$ cat src/bcp_pkg.sv
// Constants and types shared by the bus-control port configuration block.
`default_nettype none
package bcp_pkg;
  typedef enum logic [2:0] {
    BCP_NSC, BCP_NXN, BCP_NXW, BCP_SSC, BCP_SXN, BCP_SXW, BCP_PER
  } bcp_mode_t;

  localparam int          ADDR_W       = 10;
  localparam logic [7:0]  IDX_DIR      = 8'h09;
  localparam logic [7:0]  IDX_ASSIGN   = 8'h0A;
  localparam logic [7:0]  IDX_PULL     = 8'h0C;
  localparam logic [7:0]  IDX_DRIVE    = 8'h0D;

  localparam int          BIT_DATA_EN_OFF = 7;
  localparam int          BIT_PIPE        = 5;
  localparam int          BIT_CLK_PIN_OFF = 4;
  localparam int          BIT_STROBE_EN   = 3;
  localparam int          BIT_RW_EN       = 2;
  localparam int          BIT_CTL_PULL    = 4;
  localparam int          BIT_LOW_PULL    = 1;
  localparam int          BIT_HIGH_PULL   = 0;
  localparam int          BIT_CTL_WEAK    = 3;
  localparam int          BIT_LOW_WEAK    = 1;
  localparam int          BIT_HIGH_WEAK   = 0;

  localparam logic [7:0]  DIR_MASK     = 8'hFC;
  localparam logic [7:0]  ASSIGN_MASK  = 8'hBC;
  localparam logic [7:0]  PULL_MASK    = 8'h13;
  localparam logic [7:0]  DRIVE_MASK   = 8'h0B;
  localparam logic [7:0]  PULL_PINS    = 8'h8D;
  localparam logic [7:0]  PULL_ALWAYS  = 8'h02;

  localparam logic [7:0]  DIR_RST      = 8'h00;
  localparam logic [7:0]  ASSIGN_RST_NX  = 8'h00;
  localparam logic [7:0]  ASSIGN_RST_SP  = 8'h2C;
  localparam logic [7:0]  ASSIGN_RST_SCP = 8'h90;
  localparam logic [7:0]  PULL_RST     = 8'h10;
  localparam logic [7:0]  DRIVE_RST    = 8'h00;

  localparam logic [1:0]  RESP_OKAY    = 2'b00;
  localparam logic [1:0]  RESP_DECERR  = 2'b11;
endpackage : bcp_pkg
`default_nettype wire

$ cat src/bcp_port_config.sv
// Bus-control port configuration registers, pin steering and AXI4-Lite slave.
//
// Design decision made here: the AXI4-Lite register port.
`timescale 1ns/1ps
`default_nettype none
module bcp_port_config
  import bcp_pkg::*;
(
  input  wire logic              clk,
  input  wire logic              rst,
  input  wire logic              ce,
  input  wire bcp_mode_t         mode,
  input  wire logic              portEmulation,
  input  wire logic              internalVisibility,
  input  wire logic              busClockStretch,
  input  wire logic              tagEnable,
  input  wire logic [7:0]        gpioData,
  input  wire logic              dataBusEnableOut,
  input  wire logic [1:0]        queueState,
  input  wire logic              busClock,
  input  wire logic              lowByteStrobe,
  input  wire logic              rwSignal,
  input  wire logic [7:0]        pinIn,
  output logic [7:0]             pinOut,
  output logic [7:0]             pinOe,
  output logic [7:0]             pinPullup,
  output logic [7:0]             pinLevel,
  output logic                   lowBusPortPullup,
  output logic                   highBusPortPullup,
  output logic                   ctlPortWeakDrive,
  output logic                   lowBusPortWeakDrive,
  output logic                   highBusPortWeakDrive,
  output logic                   lowByteTag,
  input  wire logic              s_axi_awvalid,
  output logic                   s_axi_awready,
  input  wire logic [ADDR_W-1:0] s_axi_awaddr,
  input  wire logic              s_axi_wvalid,
  output logic                   s_axi_wready,
  input  wire logic [31:0]       s_axi_wdata,
  input  wire logic [3:0]        s_axi_wstrb,
  output logic                   s_axi_bvalid,
  input  wire logic              s_axi_bready,
  output logic [1:0]             s_axi_bresp,
  input  wire logic              s_axi_arvalid,
  output logic                   s_axi_arready,
  input  wire logic [ADDR_W-1:0] s_axi_araddr,
  output logic                   s_axi_rvalid,
  input  wire logic              s_axi_rready,
  output logic [31:0]            s_axi_rdata,
  output logic [1:0]             s_axi_rresp
);
  logic              initDone_r;
  logic [7:0]        dir_r;
  logic [7:0]        assign_r;
  logic [7:0]        pull_r;
  logic [7:0]        drive_r;
  logic              assignWritten_r;
  logic              driveWritten_r;
  logic [7:0]        pinMeta_r;
  logic [7:0]        pinLevel_r;
  logic              busClockPrev_r;
  logic              lowByteTag_r;
  logic              awHeld_r;
  logic              wHeld_r;
  logic [ADDR_W-1:0] awAddr_r;
  logic [7:0]        wData_r;
  logic              wStrb0_r;
  logic              awready_r;
  logic              wready_r;
  logic              bvalid_r;
  logic [1:0]        bresp_r;
  logic              arready_r;
  logic              rvalid_r;
  logic [31:0]       rdata_r;
  logic [1:0]        rresp_r;
  logic [7:0]        pinOut_r;
  logic [7:0]        pinOe_r;
  logic [7:0]        pinPullup_r;
  logic              lowBusPull_r;
  logic              highBusPull_r;

  // Mode decode.
  wire isSingle  = (mode == BCP_NSC) || (mode == BCP_SSC);
  wire isPeriph  = (mode == BCP_PER);
  wire isSpecial = (mode == BCP_SSC) || (mode == BCP_SXN) || (mode == BCP_SXW);
  wire isExp     = !isSingle && !isPeriph;
  wire isNarrowN = (mode == BCP_NXN);

  // Mode-dependent reset value of the assignment register.
  wire [7:0] assignRstVal = (mode == BCP_NXN || mode == BCP_NXW) ? ASSIGN_RST_NX :
                            isSpecial ? ASSIGN_RST_SP : ASSIGN_RST_SCP;

  // Register presence in the internal map.
  wire dirMapped    = !isPeriph && !(isExp && portEmulation);
  wire assignMapped = !isPeriph;
  wire otherMapped  = !isPeriph;

  // Write channel bookkeeping.
  wire awTake  = s_axi_awvalid && awready_r;
  wire wTake   = s_axi_wvalid && wready_r;
  wire doWrite = awHeld_r && wHeld_r && !bvalid_r;
  wire awHeldNxt = (awHeld_r || awTake) && !doWrite;
  wire wHeldNxt  = (wHeld_r || wTake) && !doWrite;
  wire [7:0] wrIdx = awAddr_r[ADDR_W-1:2];
  wire wrDirHit    = (wrIdx == IDX_DIR) && dirMapped;
  wire wrAssignHit = (wrIdx == IDX_ASSIGN) && assignMapped;
  wire wrPullHit   = (wrIdx == IDX_PULL) && otherMapped;
  wire wrDriveHit  = (wrIdx == IDX_DRIVE) && otherMapped;
  wire wrHit       = wrDirHit || wrAssignHit || wrPullHit || wrDriveHit;
  wire wrLane      = doWrite && wStrb0_r;
  wire wrDir       = wrLane && wrDirHit;
  wire wrAssign    = wrLane && wrAssignHit;
  wire wrPull      = wrLane && wrPullHit;
  wire wrDrive     = wrLane && wrDriveHit;

  // Guarded bits take a write only on the permitted occasion.
  wire assignTake = isSpecial ? assignWritten_r : !assignWritten_r;
  wire driveTake  = isSpecial ? driveWritten_r : !driveWritten_r;
  wire neclkTake  = (mode == BCP_SSC) || ((mode == BCP_NSC) && !assignWritten_r);
  wire [7:0] wd   = wData_r;
  wire [7:0] assignWrVal = {
    wd[BIT_DATA_EN_OFF],
    1'b0,
    assignTake ? wd[BIT_PIPE] : assign_r[BIT_PIPE],
    isExp ? 1'b0 : (neclkTake ? wd[BIT_CLK_PIN_OFF] : assign_r[BIT_CLK_PIN_OFF]),
    assignTake ? wd[BIT_STROBE_EN] : assign_r[BIT_STROBE_EN],
    assignTake ? wd[BIT_RW_EN] : assign_r[BIT_RW_EN],
    2'b00
  } & ASSIGN_MASK;
  wire [7:0] driveWrVal = driveTake ? (wd & DRIVE_MASK) : drive_r;

  // Read channel.
  wire arTake = s_axi_arvalid && arready_r;
  wire rvalidNxt = arTake || (rvalid_r && !s_axi_rready);
  wire [7:0] rdIdx = s_axi_araddr[ADDR_W-1:2];
  wire rdDirHit    = (rdIdx == IDX_DIR) && dirMapped;
  wire rdAssignHit = (rdIdx == IDX_ASSIGN) && assignMapped;
  wire rdPullHit   = (rdIdx == IDX_PULL) && otherMapped;
  wire rdDriveHit  = (rdIdx == IDX_DRIVE) && otherMapped;
  wire rdHit       = rdDirHit || rdAssignHit || rdPullHit || rdDriveHit;
  wire [7:0] rdByte = rdDirHit ? (dir_r & DIR_MASK) :
                      rdAssignHit ? assign_r :
                      rdPullHit ? pull_r :
                      rdDriveHit ? drive_r : 8'h00;

  // Alternate function selection per pin.
  wire pipeAct  = assign_r[BIT_PIPE] && !isSingle;
  wire eclkAct   = !assign_r[BIT_CLK_PIN_OFF] &&
                   (!isSingle || internalVisibility || !busClockStretch);
  wire strobeAct = assign_r[BIT_STROBE_EN] && !isSingle && !isNarrowN;
  wire rwAct     = assign_r[BIT_RW_EN] && !isSingle;
  wire dataEnAct = !assign_r[BIT_DATA_EN_OFF];
  wire [7:0] altSel = {dataEnAct, pipeAct, pipeAct, eclkAct, strobeAct, rwAct, 2'b00};
  wire [7:0] altVal = {dataBusEnableOut, queueState, busClock, lowByteStrobe, rwSignal,
                       2'b00};
  wire [7:0] dirEff = dir_r & DIR_MASK;
  wire busInUse = !isSingle;
  wire busClockFall = busClockPrev_r && !busClock;
  wire tagNxt = busClockFall && isSpecial && isExp && assign_r[BIT_STROBE_EN] && tagEnable &&
                !pinLevel_r[3];

  // Configuration registers; the assignment register loads its mode value after reset.
  always_ff @(posedge clk or posedge rst) begin
    if (rst) begin
      initDone_r      <= 1'b0;
      dir_r           <= DIR_RST;
      assign_r        <= ASSIGN_RST_NX;
      pull_r          <= PULL_RST;
      drive_r         <= DRIVE_RST;
      assignWritten_r <= 1'b0;
      driveWritten_r  <= 1'b0;
    end else if (ce) begin
      initDone_r <= 1'b1;
      if (!initDone_r) begin
        assign_r <= assignRstVal;
      end else if (wrAssign) begin
        assign_r        <= assignWrVal;
        assignWritten_r <= 1'b1;
      end
      if (wrDir) begin
        dir_r <= wd & DIR_MASK;
      end
      if (wrPull) begin
        pull_r <= wd & PULL_MASK;
      end
      if (wrDrive) begin
        drive_r        <= driveWrVal;
        driveWritten_r <= 1'b1;
      end
    end
  end

  // Pin input synchroniser and E-clock edge tracking.
  always_ff @(posedge clk or posedge rst) begin
    if (rst) begin
      pinMeta_r      <= 8'h00;
      pinLevel_r     <= 8'h00;
      busClockPrev_r <= 1'b0;
      lowByteTag_r   <= 1'b0;
    end else if (ce) begin
      pinMeta_r      <= pinIn;
      pinLevel_r     <= pinMeta_r;
      busClockPrev_r <= busClock;
      lowByteTag_r   <= tagNxt;
    end
  end

  // Per-pin direction, data and pull-up steering.
  for (genvar i = 0; i < 8; i++) begin : g_pin
    always_ff @(posedge clk or posedge rst) begin
      if (rst) begin
        pinOut_r[i]    <= 1'b0;
        pinOe_r[i]     <= 1'b0;
        pinPullup_r[i] <= 1'b0;
      end else if (ce) begin
        pinOut_r[i] <= altSel[i] ? altVal[i] : gpioData[i];
        pinOe_r[i]  <= altSel[i] | dirEff[i];
        pinPullup_r[i] <= PULL_ALWAYS[i] |
                          (PULL_PINS[i] & pull_r[BIT_CTL_PULL] & ~(altSel[i] | dirEff[i]));
      end
    end
  end

  // Port-level pull-ups for the address/data ports.
  always_ff @(posedge clk or posedge rst) begin
    if (rst) begin
      lowBusPull_r  <= 1'b0;
      highBusPull_r <= 1'b0;
    end else if (ce) begin
      lowBusPull_r  <= pull_r[BIT_LOW_PULL] && !busInUse;
      highBusPull_r <= pull_r[BIT_HIGH_PULL] && !busInUse;
    end
  end

  // AXI4-Lite write channels: address and data accepted in either order.
  always_ff @(posedge clk or posedge rst) begin
    if (rst) begin
      awHeld_r  <= 1'b0;
      wHeld_r   <= 1'b0;
      awAddr_r  <= '0;
      wData_r   <= 8'h00;
      wStrb0_r  <= 1'b0;
      awready_r <= 1'b0;
      wready_r  <= 1'b0;
      bvalid_r  <= 1'b0;
      bresp_r   <= RESP_OKAY;
    end else if (ce) begin
      awHeld_r  <= awHeldNxt;
      wHeld_r   <= wHeldNxt;
      awready_r <= initDone_r && !awHeldNxt;
      wready_r  <= initDone_r && !wHeldNxt;
      if (awTake) begin
        awAddr_r <= s_axi_awaddr;
      end
      if (wTake) begin
        wData_r  <= s_axi_wdata[7:0];
        wStrb0_r <= s_axi_wstrb[0];
      end
      if (doWrite) begin
        bvalid_r <= 1'b1;
        bresp_r  <= wrHit ? RESP_OKAY : RESP_DECERR;
      end else if (s_axi_bready) begin
        bvalid_r <= 1'b0;
      end
    end
  end

  // AXI4-Lite read channel: one read at a time, answered on the same edge that accepts the address.
  always_ff @(posedge clk or posedge rst) begin
    if (rst) begin
      arready_r <= 1'b0;
      rvalid_r  <= 1'b0;
      rdata_r   <= 32'h0000_0000;
      rresp_r   <= RESP_OKAY;
    end else if (ce) begin
      arready_r <= initDone_r && !rvalidNxt;
      rvalid_r  <= rvalidNxt;
      if (arTake) begin
        rdata_r <= {24'h00_0000, rdByte};
        rresp_r <= rdHit ? RESP_OKAY : RESP_DECERR;
      end
    end
  end

  assign pinOut               = pinOut_r;
  assign pinOe                = pinOe_r;
  assign pinPullup            = pinPullup_r;
  assign pinLevel             = pinLevel_r;
  assign lowBusPortPullup     = lowBusPull_r;
  assign highBusPortPullup    = highBusPull_r;
  assign ctlPortWeakDrive     = drive_r[BIT_CTL_WEAK];
  assign lowBusPortWeakDrive  = drive_r[BIT_LOW_WEAK];
  assign highBusPortWeakDrive = drive_r[BIT_HIGH_WEAK];
  assign lowByteTag           = lowByteTag_r;
  assign s_axi_awready        = awready_r;
  assign s_axi_wready         = wready_r;
  assign s_axi_bvalid         = bvalid_r;
  assign s_axi_bresp          = bresp_r;
  assign s_axi_arready        = arready_r;
  assign s_axi_rvalid         = rvalid_r;
  assign s_axi_rdata          = rdata_r;
  assign s_axi_rresp          = rresp_r;
endmodule : bcp_port_config
`default_nettype wire

$ cat config.mk
export PLATFORM = sky130hd
export DESIGN_NAME = bcp_port_config
export DESIGN_NICKNAME = d
export VERILOG_FILES = /design/src/bcp_pkg.sv /design/src/bcp_port_config.sv
export SDC_FILE = /design/constraint.sdc
export NUM_CORES = 1
export LEC_CHECK = 0
export ABC_AREA = 0
export BUFFER_PORTS_ARGS = -buffer_cell sky130_fd_sc_hd__buf_2
export CORE_MARGIN = 2
export CORE_UTILIZATION = 30
export CTS_BUF_LIST = sky130_fd_sc_hd__clkbuf_8
export DETAILED_ROUTE_END_ITERATION = 10
export GPL_ROUTABILITY_DRIVEN = 0
export PLACE_DENSITY = 0.54
export SLEW_MARGIN = 20
export SYNTH_ARGS = -nofsm -noshare
export SYNTH_HDL_FRONTEND = slang
export SYNTH_SLANG_ARGS = --single-unit
$ cat constraint.sdc
create_clock -name clk -period 3.1 [get_ports clk]
set_input_delay 0.155 -clock clk [delete_from_list [all_inputs] [get_ports clk]]
set_output_delay 0.155 -clock clk [all_outputs]
set_load 0.01 [all_outputs]
==> impl_metrics.yaml, run 1 <==
synth:
  async_flop_share_pct: 100.0
  yosysTopAreaCell: "dfrtp_1"
  synth_edf_count: 0
  avgSynthCellArea_um2: 11.28
  synth.most_common_cell: "dfrtp_1"
  synthCells: 384
  yosys-top-cells-count: "dfrtp_1 (91), mux2_2 (45), buf_4 (33)"
  yosysWarnings: 0
  synth_seq_cells: 92
  netlist_area_mm2: 0.004332
  ys_seq_area_share_pct: 53.18
  synth_top_area_share_pct: 52.57
  synth_area_leaders: "dfrtp_1 (53%), mux2_2 (12%), buf_4 (5.7%), nand2_1 (2.7%), a21oi_1 (2.3%)"
  ys_types: 44
  synthFlopType: "dfrtp_1"
final_layout:
  fin_nets: 610
  diodes: 0
  n_fill_cell: 1409
  post-route-util_pct: 38.77
  final_layout_size_suffix_gt1_share_pct: 36.97
  syn2layout_area_growth_pct: 25.22
timing:
  max_slew_margin_pct: 49.97
  worst_pin_slew_ns: 0.7426
  maxSlewViolCount: 0
  tns_ns: 0
  fin_worst_skew_ns: 0.007939
  fin_crit_sh_pct: 64.99
  rsz0062_at_grt: "no"
  period_minus_slack_ns: 2.015
  hold_viol: 0
  max_freq_ghz: 0.4964
  setup_violations: 0
floorplan:
  ios: 172
  core_area_mm2: 0.01399
  fp.dieH_um: 124.2
  die_x_um: 124.2
  rows: 43
  initial_utilization_pct: 30.97
  die_area_mm2: 0.01542
routing:
  routedWlPerCell_um: 14.79
  via_per_inst: 4.551
  ant_nets: 0
  drtIter0Drc: 151
  vias: 3195
  drc: 0
  drtPass1Iterations: 4
  wirelength_um: 10390
min_path:
  hold_path_end: "wData_r[6]$_DFFE_PP0P_"
  hold_path.startpoint: "s_axi_wdata[6]"
  min_delay_path_depth: 2
  min_path_type: "primary input to register"
setup_path:
  timing.rr.end: "drive_r[0]$_DFFE_PP0P_"
  reg2reg_from: "awAddr_r[7]$_DFFE_PP0P_"
  crit_required_ns: 3.37
  end_kind: "register"
  r2r_cells: 5
  path_max_fanout: 3
  worstSetupPathType: "register to register"
  r2r_setup_slack_ns: 1.09
  arrival_ns: 2.29
  startpoint_type: "register"
grt:
  busiest_layer: "met2"
  track_usage_pct: 14.06
  grt_antenna_before_repair: 0
  grt_pass1_vias: 3117
  grt-ovfl-total: 0
  grtUsageMet3_pct: 3.022
  grt_pass1_wl_um: 16130
  grt_max_degree: 48
  grt_use_met2_pct: 22.61
  grt_use_met1_pct: 18.04
run:
  cap_violations: 0
placed_design:
  io_buffer_count: 111
  place_hpwl_um: 7720
clocking:
  cts_buffers: 9
  h-tree-depth: 3
  post_cts_resized: 0
  cts_tree: "built"
  cts_root_buffer: "clkbuf_8"
  cts_buffer_depth: 2
  insertion_delay_ns: 0.38
  clk_pin_slew_ns: 0.09
  clock_sinks: 92
power_and_ir_drop:
  leakage_nw: 2.656
  p_per_area_mw_per_mm2: 594.1
  irDropWorstVdd_mv: 0.2990
outcome:
  outcome: "completed"
[timing repair]
item                      in CTS  in global routing
hold endpoints to repair      66                  1
buffers inserted               0                  0
hold buffers                  23                  1
[layer usage]
metal,up-vias,part of all wire [%]
met1,1541,45
met4,0,2.3
met3,18,5.2
met2,97,48
li1,1539,-
met5,-,0
[cell usage in the layout, fill, tap and decap left out, types with 8 or more instances in the layout]
cell,synthesis,layout
o22ai_1,8,8
buf_2,1,111
clkbuf_8,0,12
conb_1,1,29
o21ai_0,19,19
dlygate4sd3_1,0,24
dfrtp_1,91,91
inv_1,22,21
nor2_1,22,22
a21oi_1,20,20
nand2_1,31,31
mux2_2,45,45
mux2i_1,10,10
[sequential cells by signal, summed over array words and instances (netlist names), 3 cells and up]
name / count
pinPullup: 5
dir_r: 6
drive_r: 3
wData_r: 8
pinMeta_r: 8
pinOe: 6
pinOut: 8
s_axi_rdata: 8
assign_r: 5
pinLevel: 8
awAddr_r: 8
pull_r: 3
[final cells by class]
type                            instances  area, um2  share of cell area, %
Clock buffer                           12      165.2                  3.045
Tap cell                              180      225.2                  4.152
Inverter                               22      85.08                  1.569
Sequential cell                        92       2303                  42.47
Multi-Input combinational cell        253       1749                  32.25
Clock inverter                          4      70.07                  1.292
Timing Repair Buffer                  139      825.8                  15.22
[power by group]
part	switching [mW]	internal [mW]
Combinational	0.311	0.353
Clock	0.443	0.518
Sequential	0.178	1.42
[metrics by stage]
step	worst slack (ns)	cells	cell area, um2	hold slack [ns]	power, mW
after detailed placement	1.098	662	4949	0.2725	2.276
after floorplan	0.5547	412	4437	0.2938	2.060
after global routing	0.8817	702	5424	0.008751	3.421
after global placement	1.112	662	4949	0.2721	2.245
final	1.085	702	5424	0.01746	3.223
after CTS	1.067	701	5414	0.002688	3.262
[worst max-delay path by stage]
stage / startpoint / endpoint / slack [ns]
final: awAddr_r[7]$_DFFE_PP0P_ / drive_r[0]$_DFFE_PP0P_ / 1.09
after global routing: awAddr_r[7]$_DFFE_PP0P_ / drive_r[0]$_DFFE_PP0P_ / 0.88
after global placement: awAddr_r[7]$_DFFE_PP0P_ / dir_r[3]$_DFFE_PP0P_ / 1.11
after CTS: awAddr_r[7]$_DFFE_PP0P_ / dir_r[2]$_DFFE_PP0P_ / 1.07
after floorplan: rst / assignWritten_r$_DFFE_PP0P_ / 0.55
after detailed placement: s_axi_bvalid$_DFFE_PP0P_ / pull_r[1]$_DFFE_PP0P_ / 1.10
[critical path, cell delays in order (launching register included)]
cell and delay (ns):
dfrtp_1 0.38, nor4b_1 0.43, or2b_1 0.33, nor3_1 0.30, nand2_1 0.17, mux2_2 0.30
[cell families after synthesis]
kind of cell,synth area share [%]
xor gates and xnor gates,0.2022
muxes,16.09
buffers and inverters,8.868
and+or+nand+nor,11.06
AOI/OAI and AO/OA,10.51
DFF,53.18
other,0.08657
No activity file was read; power rests on OpenSTA's default activity.
==> run 2, diff against run 1 <==
==> constraint.sdc (replaced) <==
create_clock -name clk -period 2.09 [get_ports clk]
set_input_delay 0.1045 -clock clk [delete_from_list [all_inputs] [get_ports clk]]
set_output_delay 0.1045 -clock clk [all_outputs]
set_load 0.01 [all_outputs]
==> impl_metrics.yaml, run 2 (synthesized netlist as in run 1, its figures left out) <==
setup_path:
  r2r_setup_slack_ns: 0.16
  slowest_delay_ns: 0.40
  timing.rr.end: "dir_r[2]$_DFFE_PP0P_"
  crit_required_ns: 2.36
  worstSetupPathType: "register to register"
  startpoint: "awAddr_r[7]$_DFFE_PP0P_"
  endpoint: "dir_r[2]$_DFFE_PP0P_"
  startpoint_type: "register"
  cpMaxStageDelayCell: "dfrtp_1"
  arrival_ns: 2.19
  crit_chain: "nor4b_2 > or2b_1 > nor3_4 > nand3b_4 > mux2_4"
  reg2reg_from: "awAddr_r[7]$_DFFE_PP0P_"
  end_kind: "register"
  r2r_cells: 5
  path_max_fanout: 6
grt:
  track_usage_pct: 14.54
  grt_pass1_vias: 3300
  grt_antenna_before_repair: 1
  grt_max_degree: 46
  grt-ovfl-total: 0
  grt_pass1_wl_um: 16740
floorplan:
  rows: 43
  die_x_um: 124.2
  fp.dieH_um: 124.2
  initial_utilization_pct: 30.97
  core_area_mm2: 0.01399
  die_area_mm2: 0.01542
  ios: 172
routing:
  ant_nets: 0
  drc: 0
  drtIter0Drc: 114
  via_per_inst: 4.580
  routedWlPerCell_um: 14.77
  vias: 3284
  drtPass1Iterations: 4
  wirelength_um: 10590
timing:
  max_freq_ghz: 0.5184
  fin_ws_ns: 0.1609
  max_slew_margin_pct: 56.17
  tns_ns: 0
  fin_crit_sh_pct: 92.30
  maxSlewViolCount: 0
  setup_violations: 0
  period_minus_slack_ns: 1.929
  hold_viol: 0
  worst_pin_slew_ns: 0.6561
  fin_worst_skew_ns: 0.01231
  rsz0062_at_grt: "no"
power_and_ir_drop:
  combPwrFrac_pct: 21.9
  irDropWorstVdd_mv: 0.3921
  power_mw: 4.699
  p_int_mw: 3.319
  pwr-share-clk_pct: 27.3
  leakage_nw: 2.709
  p_sw_share_pct: 29.38
  p_switching_mw: 1.381
  seqPwrFrac_pct: 50.8
  p_per_area_mw_per_mm2: 847.2
final_layout:
  layout_commonest_cell: "buf_2"
  fin_cells: 717
  finalInstanceArea_mm2: 0.005547
  fin_nets: 625
  syn2layout_area_growth_pct: 28.05
  final_layout_size_suffix_gt1_share_pct: 37.31
  final_cell_mix: "buf_2 (111), dfrtp_1 (91), mux2_2 (45)"
placed_design:
  place_ws_ns: 0.09415
  dpl-instance-area_mm2: 0.005022
  io_buffer_count: 111
  dp_cells: 670
  place_hpwl_um: 7850
clocking:
  cts_setup_buffers: 0
  cts_root_buffer: "clkbuf_8"
  cts_buffer_depth: 2
  clk_pin_slew_ns: 0.08
  clock_sinks: 92
  h-tree-depth: 3
  cts_tree: "built"
  cts_buffers: 9
  insertion_delay_ns: 0.38
outcome:
  outcome: "completed"
min_path:
  min_path_type: "primary input to register"
run:
  cap_violations: 0
==> run 2: cell count changes in the layout (fill, tap and decap cells not counted), sizes merged <==
cell,change
buf,+8
clkbuf,-3
clkinvlp,+2
diode,+1
dlygate4sd3,+7
==> run 2: power groups by stage <==
stage               clock (mW)  sequential, mW  combinational, mW
floorplan                    0            2.37              0.683
global placement             0            2.40              0.970
detailed placement           0            2.42              0.991
CTS                       1.34            2.38               1.04
global route              1.42            2.45               1.15
finish                    1.28            2.39               1.03
==> run 2: layout make-up <==
type	count	area, um2
Inverter	22	86.33
Antenna cell	1	2.502
Multi-Input combinational cell	253	1755
Clock inverter	6	81.33
Timing Repair Buffer	154	968.4
Sequential cell	92	2303
Tap cell	180	225.2
Clock buffer	9	123.9
Fill cell	1402	8442
==> run 2: layer usage <==
layer,routed length [um],global-route usage [%],part of all wire (%)
met2,5094,23.57,48
met5,0,0,0
met4,239,6.180,2.3
met1,4665,18.23,44
met3,592,3.984,5.6
==> run 2: worst min-delay path by stage <==
| stage | endpoint | slack, ns | cells after the start | from |
|---|---|---|---|---|
| floorplan | s_axi_arready$_DFFE_PP0P_ | 0.24 | 2 | s_axi_rready |
| global placement | dir_r[7]$_DFFE_PP0P_ | 0.23 | 2 | rst |
| detailed placement | dir_r[7]$_DFFE_PP0P_ | 0.24 | 2 | rst |
| CTS | pinOut[6]$_DFFE_PP0P_ | 0.02 | 3 | queueState[1] |
| global route | pinOut[6]$_DFFE_PP0P_ | 0.04 | 3 | queueState[1] |
| finish | pinOut[6]$_DFFE_PP0P_ | 0.03 | 3 | queueState[1] |
==> run 2: per-stage QoR <==
stage	utilization (%)	hold slack [ns]
floorplan	-	0.2433
global placement	35.90	0.2309
detailed placement	35.90	0.2381
CTS	39.59	0.02143
global route	39.63	0.03512
finish	39.65	0.03374
==> run 2: worst max-delay path, delay by kind of cell (launching register included) <==
kind	cells	cell delay, ns
DFF	1	0.40
muxes	1	0.33
and+or+nand+nor	4	1.10
==> run 2: what timing repair did <==
item / CTS / global route
endpoints found under the hold margin: 56 / 0
gates resized for setup: 0 / 1
hold buffers: 31 / 0
setup endpoints to repair: 0 / 12
